File: src/logic/acq_dma_pkg.sv
package acq_dma_pkg;

    // Register offsets (word index on the plain register port)
    localparam logic [3:0] OFS_CONTROL = 4'h0;
    localparam logic [3:0] OFS_ADDRESS = 4'h1;
    localparam logic [3:0] OFS_COUNT = 4'h2;
    localparam logic [3:0] OFS_STEP = 4'h3;
    localparam logic [3:0] OFS_STROBE_SEL = 4'h4;
    localparam logic [3:0] OFS_TRIG_A = 4'h5;
    localparam logic [3:0] OFS_TRIG_B = 4'h6;
    localparam logic [3:0] OFS_SAMPLE_HOLD = 4'h7;
    localparam logic [3:0] OFS_STATUS = 4'h8;
    localparam logic [3:0] OFS_HOST_DATA = 4'h9;

    // Control register fields
    localparam int CTL_START_BIT = 0;
    localparam int CTL_SWEEP_OWNER_BIT = 1;

    // Strobe select fields: bit0 main/window, bits 2:1 channel enables, bit3 pipe pair
    localparam int SEL_WINDOW_BIT = 0;
    localparam int SEL_CH1_BIT = 1;
    localparam int SEL_CH2_BIT = 2;
    localparam int SEL_PAIR_BIT = 3;

    // Reset values
    localparam logic [15:0] ADDRESS_RESET = 16'h0000;
    localparam logic [15:0] STEP_RESET = 16'h0001;
    localparam logic [3:0] STROBE_SEL_RESET = 4'h2;

    // Widths
    localparam int SAMPLE_WIDTH = 8;
    localparam int WORD_WIDTH = 16;
    localparam int BANK_BYTES = 262144;

    typedef enum logic [1:0] {
        ST_PROGRAM,
        ST_STROBE,
        ST_WRITE
    } dma_state_type;

    // Per-bank write port to sample RAM
    typedef struct packed {
        logic we;
        logic [15:0] addr;
        logic [15:0] data;
    } bank_write_type;

    // Demux strobes: one per pipe plus record selection
    typedef struct packed {
        logic [3:0] pipe;
        logic main_rec;
        logic window_rec;
    } demux_strobe_type;

endpackage

File: src/logic/acquisition_dma_controller.sv
// The implementer's own choices: strobed register access and the register offsets.
`timescale 1ns/10ps

module acquisition_dma_controller
    import acq_dma_pkg::*;
#(
    parameter int COUNT_WIDTH = 16
)
(
    // Clock and reset
    input wire logic clock,
    input wire logic reset_n,
    // Host register port
    input wire logic [3:0] reg_addr,
    input wire logic [15:0] reg_wdata,
    input wire logic reg_write,
    input wire logic reg_read,
    output logic [15:0] reg_rdata,
    // Demux side
    input wire logic [7:0] pipe_data_a,
    input wire logic [7:0] pipe_data_b,
    output demux_strobe_type demux_strobe,
    // Sample RAM banks
    output bank_write_type bank1_write,
    output bank_write_type bank2_write,
    output logic host_bank_enable,
    // Glue outputs
    output logic transfer_mode_select,
    output logic sweep_owner_select,
    output logic trig_a_clock,
    output logic trig_b_clock,
    output logic sample_hold_load,
    output logic [15:0] sample_hold_bits,
    // Trigger readback
    input wire logic [15:0] trig_a_readback,
    input wire logic [15:0] trig_b_readback
);

    // Counter must fit the 16-bit register word
    if (COUNT_WIDTH < 1 || COUNT_WIDTH > 16)
    begin
        $error("COUNT_WIDTH must be 1..16");
    end

    dma_state_type state_r;
    logic [15:0] dma_memory_address_r;
    logic [COUNT_WIDTH-1:0] transfer_counter_r;
    logic [15:0] address_step_value_r;
    logic [3:0] strobe_select_reg_r;
    logic sweep_owner_r;
    logic [7:0] pa_meta_r, pa_sync_r, pb_meta_r, pb_sync_r;
    logic [15:0] tra_meta_r, tra_sync_r, trb_meta_r, trb_sync_r;
    logic setup_ok;
    logic start_cmd;
    logic ch1_en, ch2_en;

    // Setup writes are only honoured while in program mode
    assign setup_ok = reg_write && (state_r == ST_PROGRAM);
    assign start_cmd = setup_ok && reg_addr == OFS_CONTROL && reg_wdata[CTL_START_BIT];
    assign ch1_en = strobe_select_reg_r[SEL_CH1_BIT];
    assign ch2_en = strobe_select_reg_r[SEL_CH2_BIT];

    // Samples cross from demux timing, so synchronise first
    always_ff @(posedge clock or negedge reset_n)
    begin
        if (!reset_n)
        begin
            pa_meta_r <= 8'h00;
            pa_sync_r <= 8'h00;
            pb_meta_r <= 8'h00;
            pb_sync_r <= 8'h00;
        end
        else
        begin
            pa_meta_r <= pipe_data_a;
            pa_sync_r <= pa_meta_r;
            pb_meta_r <= pipe_data_b;
            pb_sync_r <= pb_meta_r;
        end
    end

    // Trigger readback comes from the hybrids; must be steady two cycles before a read
    always_ff @(posedge clock or negedge reset_n)
    begin
        if (!reset_n)
        begin
            tra_meta_r <= 16'h0000;
            tra_sync_r <= 16'h0000;
            trb_meta_r <= 16'h0000;
            trb_sync_r <= 16'h0000;
        end
        else
        begin
            tra_meta_r <= trig_a_readback;
            tra_sync_r <= tra_meta_r;
            trb_meta_r <= trig_b_readback;
            trb_sync_r <= trb_meta_r;
        end
    end

    // Transfer sequencer: strobe cycle then write cycle
    always_ff @(posedge clock or negedge reset_n)
    begin
        if (!reset_n)
            state_r <= ST_PROGRAM;
        else
        begin
            unique case (state_r)
                ST_PROGRAM:
                    if (start_cmd && transfer_counter_r != '0)
                        state_r <= ST_STROBE;
                ST_STROBE:
                    state_r <= ST_WRITE;
                ST_WRITE:
                    if (transfer_counter_r == COUNT_WIDTH'(1))
                        state_r <= ST_PROGRAM;
                    else
                        state_r <= ST_STROBE;
            endcase
        end
    end

    // Mode output follows the sequencer
    always_ff @(posedge clock or negedge reset_n)
    begin
        if (!reset_n)
            transfer_mode_select <= 1'b0;
        else
            transfer_mode_select <= (state_r != ST_PROGRAM) || (start_cmd && transfer_counter_r != '0);
    end

    // Address: host load in program mode, stepped after each transfer
    always_ff @(posedge clock or negedge reset_n)
    begin
        if (!reset_n)
            dma_memory_address_r <= ADDRESS_RESET;
        else if (setup_ok && reg_addr == OFS_ADDRESS)
            dma_memory_address_r <= reg_wdata;
        else if (state_r == ST_WRITE)
            dma_memory_address_r <= dma_memory_address_r + address_step_value_r;
    end

    // Counter: host load, one decrement per completed transfer
    always_ff @(posedge clock or negedge reset_n)
    begin
        if (!reset_n)
            transfer_counter_r <= '0;
        else if (setup_ok && reg_addr == OFS_COUNT)
            transfer_counter_r <= reg_wdata[COUNT_WIDTH-1:0];
        else if (state_r == ST_WRITE)
            transfer_counter_r <= transfer_counter_r - COUNT_WIDTH'(1);
    end

    // Step, strobe select and sweep owner setup registers
    always_ff @(posedge clock or negedge reset_n)
    begin
        if (!reset_n)
        begin
            address_step_value_r <= STEP_RESET;
            strobe_select_reg_r <= STROBE_SEL_RESET;
            sweep_owner_r <= 1'b0;
        end
        else if (setup_ok)
        begin
            if (reg_addr == OFS_STEP)
                address_step_value_r <= reg_wdata;
            if (reg_addr == OFS_STROBE_SEL)
                strobe_select_reg_r <= reg_wdata[3:0];
            if (reg_addr == OFS_CONTROL)
                sweep_owner_r <= reg_wdata[CTL_SWEEP_OWNER_BIT];
        end
    end

    // Demux strobes decoded from the transfer read cycle; pair bit picks 1+3 or 2+4
    always_ff @(posedge clock or negedge reset_n)
    begin
        if (!reset_n)
            demux_strobe <= '0;
        else
        begin
            demux_strobe <= '0;
            if (state_r == ST_STROBE)
            begin
                // One pipe per channel, so 1+2 or 3+4 cannot coincide
                demux_strobe.pipe[0] <= ch1_en && !strobe_select_reg_r[SEL_PAIR_BIT];
                demux_strobe.pipe[1] <= ch1_en && strobe_select_reg_r[SEL_PAIR_BIT];
                demux_strobe.pipe[2] <= ch2_en && !strobe_select_reg_r[SEL_PAIR_BIT];
                demux_strobe.pipe[3] <= ch2_en && strobe_select_reg_r[SEL_PAIR_BIT];
                // Single select bit keeps main and window exclusive
                demux_strobe.main_rec <= !strobe_select_reg_r[SEL_WINDOW_BIT];
                demux_strobe.window_rec <= strobe_select_reg_r[SEL_WINDOW_BIT];
            end
        end
    end

    // Bank writes: each channel into its own bank, same cycle, zero-extended
    always_ff @(posedge clock or negedge reset_n)
    begin
        if (!reset_n)
        begin
            bank1_write <= '0;
            bank2_write <= '0;
        end
        else
        begin
            bank1_write.we <= (state_r == ST_WRITE) && ch1_en;
            bank2_write.we <= (state_r == ST_WRITE) && ch2_en;
            bank1_write.addr <= dma_memory_address_r;
            bank2_write.addr <= dma_memory_address_r;
            bank1_write.data <= {8'h00, pa_sync_r};
            bank2_write.data <= {8'h00, pb_sync_r};
        end
    end

    // Host may use the banks only in program mode
    always_ff @(posedge clock or negedge reset_n)
    begin
        if (!reset_n)
            host_bank_enable <= 1'b1;
        else
            host_bank_enable <= (state_r == ST_PROGRAM) && !start_cmd;
    end

    // Trigger clocks and sample/hold load pulses, one cycle per write
    always_ff @(posedge clock or negedge reset_n)
    begin
        if (!reset_n)
        begin
            trig_a_clock <= 1'b0;
            trig_b_clock <= 1'b0;
            sample_hold_load <= 1'b0;
            sample_hold_bits <= 16'h0000;
            sweep_owner_select <= 1'b0;
        end
        else
        begin
            trig_a_clock <= reg_write && reg_addr == OFS_TRIG_A;
            trig_b_clock <= reg_write && reg_addr == OFS_TRIG_B;
            sample_hold_load <= reg_write && reg_addr == OFS_SAMPLE_HOLD;
            if (reg_write && reg_addr == OFS_SAMPLE_HOLD)
                sample_hold_bits <= reg_wdata;
            sweep_owner_select <= sweep_owner_r;
        end
    end

    // Read data, valid the cycle after the read strobe; unmapped reads zero
    always_ff @(posedge clock or negedge reset_n)
    begin
        if (!reset_n)
            reg_rdata <= 16'h0000;
        else if (reg_read)
        begin
            unique case (reg_addr)
                OFS_CONTROL: reg_rdata <= {14'h0000, sweep_owner_r, 1'b0};
                OFS_ADDRESS: reg_rdata <= dma_memory_address_r;
                OFS_COUNT: reg_rdata <= 16'(transfer_counter_r);
                OFS_STEP: reg_rdata <= address_step_value_r;
                OFS_STROBE_SEL: reg_rdata <= {12'h000, strobe_select_reg_r};
                OFS_TRIG_A: reg_rdata <= tra_sync_r;
                OFS_TRIG_B: reg_rdata <= trb_sync_r;
                OFS_SAMPLE_HOLD: reg_rdata <= sample_hold_bits;
                OFS_STATUS: reg_rdata <= {14'h0000, state_r};
                default: reg_rdata <= 16'h0000;
            endcase
        end
        else
            reg_rdata <= 16'h0000;
    end

    // Checks
    a_pipe_pair_excl: assert property (@(posedge clock) disable iff (!reset_n)
        !(demux_strobe.pipe[0] && demux_strobe.pipe[1]) && !(demux_strobe.pipe[2] && demux_strobe.pipe[3]))
        else $error("paired pipe strobes together");
    a_main_window_excl: assert property (@(posedge clock) disable iff (!reset_n)
        !(demux_strobe.main_rec && demux_strobe.window_rec))
        else $error("main and window strobes together");
    a_start_raises_mode: assert property (@(posedge clock) disable iff (!reset_n)
        start_cmd && transfer_counter_r != '0 |=> transfer_mode_select)
        else $error("start did not enter transfer mode");
    a_addr_step: assert property (@(posedge clock) disable iff (!reset_n)
        state_r == ST_WRITE |=> dma_memory_address_r == $past(dma_memory_address_r) + $past(address_step_value_r))
        else $error("address not stepped");
    a_count_down: assert property (@(posedge clock) disable iff (!reset_n)
        state_r == ST_WRITE |=> transfer_counter_r == $past(transfer_counter_r) - COUNT_WIDTH'(1))
        else $error("counter not decremented");
    a_zero_stops: assert property (@(posedge clock) disable iff (!reset_n)
        state_r == ST_WRITE && transfer_counter_r == COUNT_WIDTH'(1) |=> state_r == ST_PROGRAM ##1 !transfer_mode_select)
        else $error("did not stop at zero");
    a_trig_pulse: assert property (@(posedge clock) disable iff (!reset_n)
        reg_write && reg_addr == OFS_TRIG_A |=> trig_a_clock)
        else $error("trigger A pulse missing");
    a_host_bank_lock: assert property (@(posedge clock) disable iff (!reset_n)
        transfer_mode_select |-> !host_bank_enable)
        else $error("host bank access in transfer mode");
    a_bank_same_cycle: assert property (@(posedge clock) disable iff (!reset_n)
        $rose(transfer_mode_select) && ch1_en && ch2_en |-> ##2 (bank1_write.we && bank2_write.we))
        else $error("banks not written together");
    a_trig_b_pulse: assert property (@(posedge clock) disable iff (!reset_n)
        reg_write && reg_addr == OFS_TRIG_B |=> trig_b_clock)
        else $error("trigger B pulse missing");
    a_hold_load: assert property (@(posedge clock) disable iff (!reset_n)
        reg_write && reg_addr == OFS_SAMPLE_HOLD |=> sample_hold_load && sample_hold_bits == $past(reg_wdata))
        else $error("sample hold load missing");
    a_setup_refused: assert property (@(posedge clock) disable iff (!reset_n)
        reg_write && state_r != ST_PROGRAM |=> $stable(address_step_value_r) && $stable(strobe_select_reg_r))
        else $error("setup changed outside program mode");
    a_strobe_in_mode: assert property (@(posedge clock) disable iff (!reset_n)
        |demux_strobe.pipe |-> transfer_mode_select)
        else $error("demux strobe outside transfer mode");
    a_strobe_pulse: assert property (@(posedge clock) disable iff (!reset_n)
        |demux_strobe.pipe |=> !(|demux_strobe.pipe))
        else $error("demux strobe longer than one cycle");
    a_bank_widen: assert property (@(posedge clock) disable iff (!reset_n)
        bank1_write.we |-> bank1_write.data == {8'h00, $past(pa_sync_r)})
        else $error("bank 1 sample not widened");
    a_mode_exit: assert property (@(posedge clock) disable iff (!reset_n)
        $fell(transfer_mode_select) |-> host_bank_enable)
        else $error("host bank access not restored");
    c_pair_select: cover property (@(posedge clock) demux_strobe.pipe[1] || demux_strobe.pipe[3]);
    c_dual_transfer: cover property (@(posedge clock) bank1_write.we && bank2_write.we);
    c_single_transfer: cover property (@(posedge clock) bank1_write.we && !bank2_write.we);
    c_run_complete: cover property (@(posedge clock) $fell(transfer_mode_select));
    c_window_strobe: cover property (@(posedge clock) demux_strobe.window_rec);

endmodule

File: config.mk
export PLATFORM = sky130hd
export DESIGN_NAME = acquisition_dma_controller
export DESIGN_NICKNAME = d
export VERILOG_FILES = /design/src/logic/acq_dma_pkg.sv /design/src/logic/acquisition_dma_controller.sv
export SDC_FILE = /design/constraint.sdc
export NUM_CORES = 1
export LEC_CHECK = 0
export BUFFER_PORTS_ARGS = -buffer_cell sky130_fd_sc_hd__clkbuf_2
export CAP_MARGIN = 20
export CORE_MARGIN = 5
export CORE_UTILIZATION = 40
export CTS_BUF_LIST = sky130_fd_sc_hd__clkbuf_8
export CTS_CLUSTER_DIAMETER = 150
export DETAILED_ROUTE_END_ITERATION = 8
export RECOVER_POWER = 50
export SLEW_MARGIN = 30
export SYNTH_ARGS = -nofsm -noshare
export SYNTH_HDL_FRONTEND = slang
export SYNTH_SLANG_ARGS = --single-unit
File: constraint.sdc
create_clock -name clock -period 2.4 [get_ports clock]
set_input_delay 0.36 -clock clock [delete_from_list [all_inputs] [get_ports clock]]
set_output_delay 0.36 -clock clock [all_outputs]
set_load 0.02 [all_outputs]
==> results of run 1 <==
timing repair:
item                                    in CTS  in global routing
hold endpoints to repair                   108                  0
gates cloned                                 0                  0
endpoints found under the setup margin       1                  4
gates resized for setup                      3                  4
pin swaps                                    2                  9
setup buffers                                2                  1
hold buffers                                49                  0
layer usage:
| layer | wire, um | vias up | track usage [%] |
|---|---|---|---|
| met5 | 0 | - | 0 |
| met4 | 512 | 0 | 5.33 |
| met3 | 1710 | 48 | 4.81 |
| met2 | 10100 | 206 | 27.4 |
| met1 | 9400 | 2997 | 24.5 |
| li1 | - | 2856 | - |
logic make-up after synthesis:
logic type / Yosys count / share of synthesized area [%]
other: 1 / 0.0432
multiplexers: 39 / 5.03
buffers and inverters: 64 / 4.23
adder cells (fa/ha/maj): 19 / 2.82
AO/OA/AOI/OAI: 161 / 13.0
XOR/XNOR: 10 / 1.01
AND/OR/NAND/NOR: 134 / 7.88
flip-flops: 229 / 66.0
power breakdown:
group / internal [uW] / total, uW / switching, uW / leakage, uW
logic: 1560 / 3650 / 2090 / 0.00211
registers: 4680 / 5400 / 725 / 0.00279
clock network: 1910 / 3410 / 1500 / 0.000454
worst register-to-register path, stage by stage, from the launching register on:
cell and delay, ns:
dfrtp_1 0.40, ha_4 0.18, fa_2 0.40, a211oi_2 0.28, o21bai_2 0.12, o211ai_1 0.23
nand2_1 0.12, a211oi_2 0.21, xor2_1 0.17, o21ai_1 0.07
final timing paths:
path / endpoint / slack, ns / depth (start not counted)
setup / recovery: dma_memory_address_r[14]$_DFFE_PN0P_ / 0.09 / 9
hold / removal: sample_hold_bits[11]$_DFFE_PN0P_ / 0.15 / 2
setup reg to reg: dma_memory_address_r[14]$_DFFE_PN0P_ / 0.09 / 9
hold reg to reg: tra_sync_r[5]$_DFF_PN0_ / 0.34 / 0
max in group asynchronous: address_step_value_r[0]$_DFFE_PN1P_ / 1.29 / 3
min in group asynchronous: pb_meta_r[6]$_DFF_PN0_ / 0.38 / 2
cells in the final DEF (no fill, tap or decap), types with 17 or more instances in the layout:
| master | count |
|---|---|
| dfrtp_1 | 226 |
| clkbuf_2 | 164 |
| a22oi_1 | 54 |
| clkbuf_8 | 51 |
| dlygate4sd3_1 | 49 |
| nand2_1 | 41 |
| buf_4 | 38 |
| mux2_2 | 37 |
| nor2_1 | 25 |
| a31oi_1 | 19 |
| o21ai_0 | 18 |
| a21oi_1 | 17 |
| ha_1 | 17 |
per-stage QoR:
stage	setup slack (ns)	power, uW	hold WS [ns]	util (%)	instance area (um2)
6_report	0.0921	12500	0.152	52.0	11200
5_1_grt	-0.0509	13200	0.148	52.0	11200
4_1_cts	0.0273	12600	0.129	51.9	11200
3_5_place_dp	-0.139	8990	0.335	45.8	9910
3_3_place_gp	-0.0411	8930	0.332	45.8	9910
2_1_floorplan	0.0537	7780	0.0644	-	8750
flip-flops by register name (all words and copies together), names as in the netlist, 2 cells and up:
register              flops
address_step_value_r     16
bank1_write               9
bank2_write              25
demux_strobe              6
dma_memory_address_r     16
pa_meta_r                 8
pa_sync_r                 8
pb_meta_r                 8
pb_sync_r                 8
reg_rdata                16
sample_hold_bits         16
state_r                   2
strobe_select_reg_r       4
tra_meta_r               16
tra_sync_r               16
transfer_counter_r       16
trb_meta_r               16
trb_sync_r               16
final cells by class:
| cell class | instances | area, um2 |
|---|---|---|
| fillers | 1877 | 10400 |
| well taps | 280 | 350 |
| clock inverters | 18 | 83.8 |
| multi-input cells | 379 | 2680 |
| flip-flops and latches | 229 | 5730 |
| repair buffers | 255 | 1670 |
| inverters | 5 | 18.8 |
| clock buffers | 51 | 702 |
==> results.py, run 1 <==
metrics = {
    "sta": {
        "skew_ns": 0.0200,
        "relSlewSlack_pct": 54.6,
        "finalHoldViolCount": 0,
        "setup_viol": 0,
        "final.setup.tns_ns": 0,
        "tightest_slew_ns": 0.679,
        "min_period_ns": 2.31,
        "final-max-slew-violation-count": 0,
        "fin_crit_sh_pct": 96.2,
        "fmax_ghz": 0.433,
        "rsz0062_at_grt": "yes",
    },
    "global_routing": {
        "first_global_vias": 6195,
        "grt_pass1_wl_mm": 34.3,
        "grt_max_degree": 65,
        "grt_remaining_overflow": 0,
        "grt_use_total_pct": 17.7,
        "antenna_found_initial": 0,
    },
    "finish": {
        "diodes": 0,
        "nNetsFinal": 999,
        "drive_gt1_share_pct": 33.7,
        "final-instance-count-excl-fill": 1217,
        "syn2layout_area_growth_pct": 29.3,
    },
    "pwr": {
        "powerDensity_nw_per_um2": 1110,
        "p_leak_uw": 0.00535,
        "vdd_ir_drop_max_uv": 533,
    },
    "clock_tree": {
        "clk_latency_ns": 0.53,
        "numCtsBuffers": 38,
        "cts_tree": "done",
        "cts-root-buf": "clkbuf_8",
        "clockBufferDepth": 3,
        "clk_pin_slew_ns": 0.06,
        "numClockSinks": 229,
        "cts-htree-levels": 2,
    },
    "hold_path": {
        "worstHoldStart": "reg_wdata[11]",
        "hp-class": "primary input to register",
    },
    "routing": {
        "drt-wirelength-per-cell_um": 17.8,
        "vias_per_cell": 5.02,
        "drt_iter0_drc": 388,
        "vias": 6107,
        "drc": 0,
        "wl_mm": 21.7,
        "ant_nets": 0,
        "first_pass_iters": 6,
    },
    "worst_setup_path": {
        "cp_cell_sequence": "ha_4, fa_2, a211oi_2, o21bai_2, o211ai_1, nand2_1, a211oi_2, xor2_1, o21ai_1",
        "r2r-start": "dma_memory_address_r[0]$_DFFE_PN0P_",
        "path_delay_family": "compound AO/OA/AOI/OAI gates",
        "cp.arrival_ns": 2.70,
        "start_kind": "register",
        "cp-startpoint": "dma_memory_address_r[0]$_DFFE_PN0P_",
        "cp_max_fo": 3,
        "max_stage_delay_ns": 0.40,
        "path_buf_inv": 0,
        "endpoint_kind": "register",
        "required_ns": 2.79,
        "crit_path_top_delay_cell": "dfrtp_1",
        "crit_path_frequent_cell": "a211oi_2",
        "path_class": "register to register",
    },
    "synth": {
        "netlist-cell-type-count": 54,
        "synthTopCellsByCount": "dfrtp_1, a22oi_1, nand2_1, mux2_2, buf_4",
        "ys_seq_area_share_pct": 66.0,
        "yosysTopAreaCell": "dfrtp_1",
        "post-synth-top-count-cell": "dfrtp_1",
        "avgSynthCellArea_um2": 13.2,
        "async_flop_share_pct": 100,
        "yosysWarningCount": 0,
        "syn_area_um2": 8690,
        "synth_top_area_share_pct": 65.1,
        "synth_enable_flop_cells": 0,
        "ys_ff_latch": 229,
        "synth.area.top_cells": "dfrtp_1, mux2_2, a22oi_1",
        "synth_cells": 657,
        "synth_ff_type": "dfrtp_1",
    },
    "placed_design": {
        "numPortBuffers": 165,
        "dpl.cell_count": 1096,
        "post-dp-hpwl_mm": 15.2,
        "gp_congestion": 0.925,
    },
    "die": {
        "initial_core_util_pct": 40.2,
        "dieArea_um2": 24800,
        "die_w_um": 157,
        "die_h_um": 157,
        "fp-row-count": 54,
        "ios": 182,
        "core_area_um2": 21600,
    },
    "run_status": {
        "status": "completed",
    },
    "job": {
        "maxCapViolCount": 0,
    },
}
No activity file was read; power rests on OpenSTA's default activity.
==> run 2: changes to the inputs <==
==> constraint.sdc (replaced) <==
create_clock -name clock -period 2.4 [get_ports clock]
set_input_delay 0.24 -clock clock [delete_from_list [all_inputs] [get_ports clock]]
set_output_delay 0.24 -clock clock [all_outputs]
set_load 0.02 [all_outputs]
==> run 2 against run 1 <==
  * Fmax is 4.0% lower
  * Critical path depth shrank 2
  * The run now ends with setup timing left
  * Sequential power hardly changed
  * Register-to-register slack lost 0.097 ns
  * Worst setup slack worse by 0.097 ns
  * First-iteration DRC count down 6.2%
  * Count of clock-buffer cells in the layout fell by 2
  * Total power grew 1.5%
  * Sequential share of layout area grew 0.21 points
  * Utilization down 0.21 points
==> results.py, run 2 (synthesis gave the netlist of run 1 again) <==
metrics = {
    "run_status": {
        "status": "complete, but fails checks",
        "failed_checks": "setup timing",
    },
    "worst_setup_path": {
        "r2r-start": "transfer_counter_r[10]$_DFFE_PN0P_",
        "endpoint": "state_r[0]$_DFFE_PN0P_",
        "ff2ff_setup_slack_ns": -0.005,
        "rr_endpoint": "state_r[0]$_DFFE_PN0P_",
        "required_ns": 2.78,
        "cp.arrival_ns": 2.78,
        "worstRegToRegCells": 7,
        "start_kind": "register",
        "path_class": "register to register",
        "endpoint_kind": "register",
        "cp-startpoint": "transfer_counter_r[10]$_DFFE_PN0P_",
        "cp_max_fo": 4,
    },
    "finish": {
        "final_cell_mix": "dfrtp_1, clkbuf_2, a22oi_1",
        "final-instance-count-excl-fill": 1208,
        "nNetsFinal": 991,
        "syn2layout_area_growth_pct": 28.8,
        "top_register": "bank2_write",
        "mostFrequentLayoutCell": "dfrtp_1",
        "diodes": 0,
        "fillers": 1859,
        "largest_reg_flops": 25,
        "drive_gt1_share_pct": 32.5,
    },
    "global_routing": {
        "grt_use_total_pct": 17.9,
        "grt_remaining_overflow": 0,
        "grt_pass1_wl_mm": 34.9,
        "antenna_found_initial": 0,
        "first_global_vias": 6312,
        "grt_max_degree": 71,
    },
    "clock_tree": {
        "numClockSinks": 229,
        "cts_tree": "done",
        "cts-htree-levels": 2,
        "cts-root-buf": "clkbuf_8",
        "clk_latency_ns": 0.53,
        "clockBufferDepth": 3,
        "clk_pin_slew_ns": 0.06,
        "numCtsBuffers": 39,
    },
    "routing": {
        "wl_mm": 21.7,
        "first_pass_iters": 5,
        "vias": 6174,
        "drc": 0,
        "drt-wirelength-per-cell_um": 18.0,
        "vias_per_cell": 5.11,
        "ant_nets": 0,
        "drt_iter0_drc": 364,
    },
    "pwr": {
        "power_uw": 12600,
        "powerDensity_nw_per_um2": 1130,
        "vdd_ir_drop_max_uv": 469,
        "p_leak_uw": 0.00531,
    },
    "die": {
        "initial_core_util_pct": 40.2,
        "dieArea_um2": 24800,
        "die_w_um": 157,
        "fp-row-count": 54,
        "core_area_um2": 21600,
        "die_h_um": 157,
        "ios": 182,
    },
    "placed_design": {
        "numPortBuffers": 165,
        "post-dp-hpwl_mm": 15.1,
        "gp_congestion": 0.925,
        "dpl.cell_count": 1085,
    },
    "sta": {
        "final-max-slew-violation-count": 0,
        "setup_viol": 1,
        "fmax_ghz": 0.416,
        "skew_ns": 0.0229,
        "relSlewSlack_pct": 53.4,
        "tightest_slew_ns": 0.698,
        "rsz0062_at_grt": "yes",
        "min_period_ns": 2.40,
        "worst_slack_ns": -0.00464,
        "fin_crit_sh_pct": 100,
        "finalHoldViolCount": 0,
    },
    "job": {
        "maxCapViolCount": 0,
    },
    "hold_path": {
        "hp-class": "primary input to register",
    },
}
[run 2: per-stage QoR]
stage                     setup TNS (ns)  utilization (%)  worst slack, ns  hold WS (ns)  area [um2]
after floorplan                        0                -           0.0537       -0.0556        8750
after global placement           -0.0146             45.4          -0.0146         0.234        9810
after detailed placement         -0.0602             45.4          -0.0602         0.240        9810
after CTS                              0             51.5          0.00462       0.00910       11100
after global routing              -0.107             51.8          -0.0815        0.0169       11200
final                           -0.00464             51.8         -0.00464        0.0317       11200
[run 2: worst min path at each step]
stage             startpoint                              endpoint  slack (ns)  cells after the start
2_1_floorplan        reset_n  address_step_value_r[10]$_DFFE_PN0P_       -0.06                      0
3_3_place_gp         reset_n                pa_sync_r[2]$_DFF_PN0_        0.23                      1
3_5_place_dp         reset_n              bank1_write[2]$_DFF_PN0_        0.24                      1
4_1_cts         reg_wdata[4]     transfer_counter_r[4]$_DFFE_PN0P_       0.009                      3
5_1_grt        reg_wdata[15]  address_step_value_r[15]$_DFFE_PN0P_        0.02                      2
6_report       reg_wdata[15]  address_step_value_r[15]$_DFFE_PN0P_        0.03                      2
[run 2: cell type report]
cell class | instances | area [um2] | area share [%]
well taps | 280 | 350 | 3.13
flip-flops and latches | 229 | 5730 | 51.2
clock buffers | 49 | 674 | 6.03
repair buffers | 246 | 1590 | 14.2
clock inverters | 20 | 140 | 1.25
inverters | 5 | 18.8 | 0.168
multi-input cells | 379 | 2680 | 24.0
[run 2: report_power, final]
group          total (uW)  switching [uW]  internal, uW
logic                3650            2080          1560
clock network        3570            1520          2050
registers            5430             750          4680
total               12600            4350          8290
[run 2: critical path, cell delays in order, from the launching register on]
cell and delay, ns:
dfrtp_1 0.40, or4_4 0.55, or2_1 0.24, or4_4 0.47, nor4b_4 0.29, a21oi_1 0.11
nor2_1 0.14, a311oi_1 0.08
[run 2: what timing repair did]
action	CTS	global route
pin swaps	0	10
hold buffers	50	0
endpoints found under the setup margin	1	4
cloned	0	0
setup buffers	0	4
hold endpoints to repair	113	0
gates resized for setup	2	6
[run 2: layer usage]
layer	part of all wire, %	wire, um	global-route usage (%)	vias to the layer above
met4	2.7	588	6.19	0
met1	43	9320	24.3	3053
li1	-	-	-	2829
met3	7.5	1630	4.62	47
met2	47	10200	28.2	245
met5	0	0	0	-
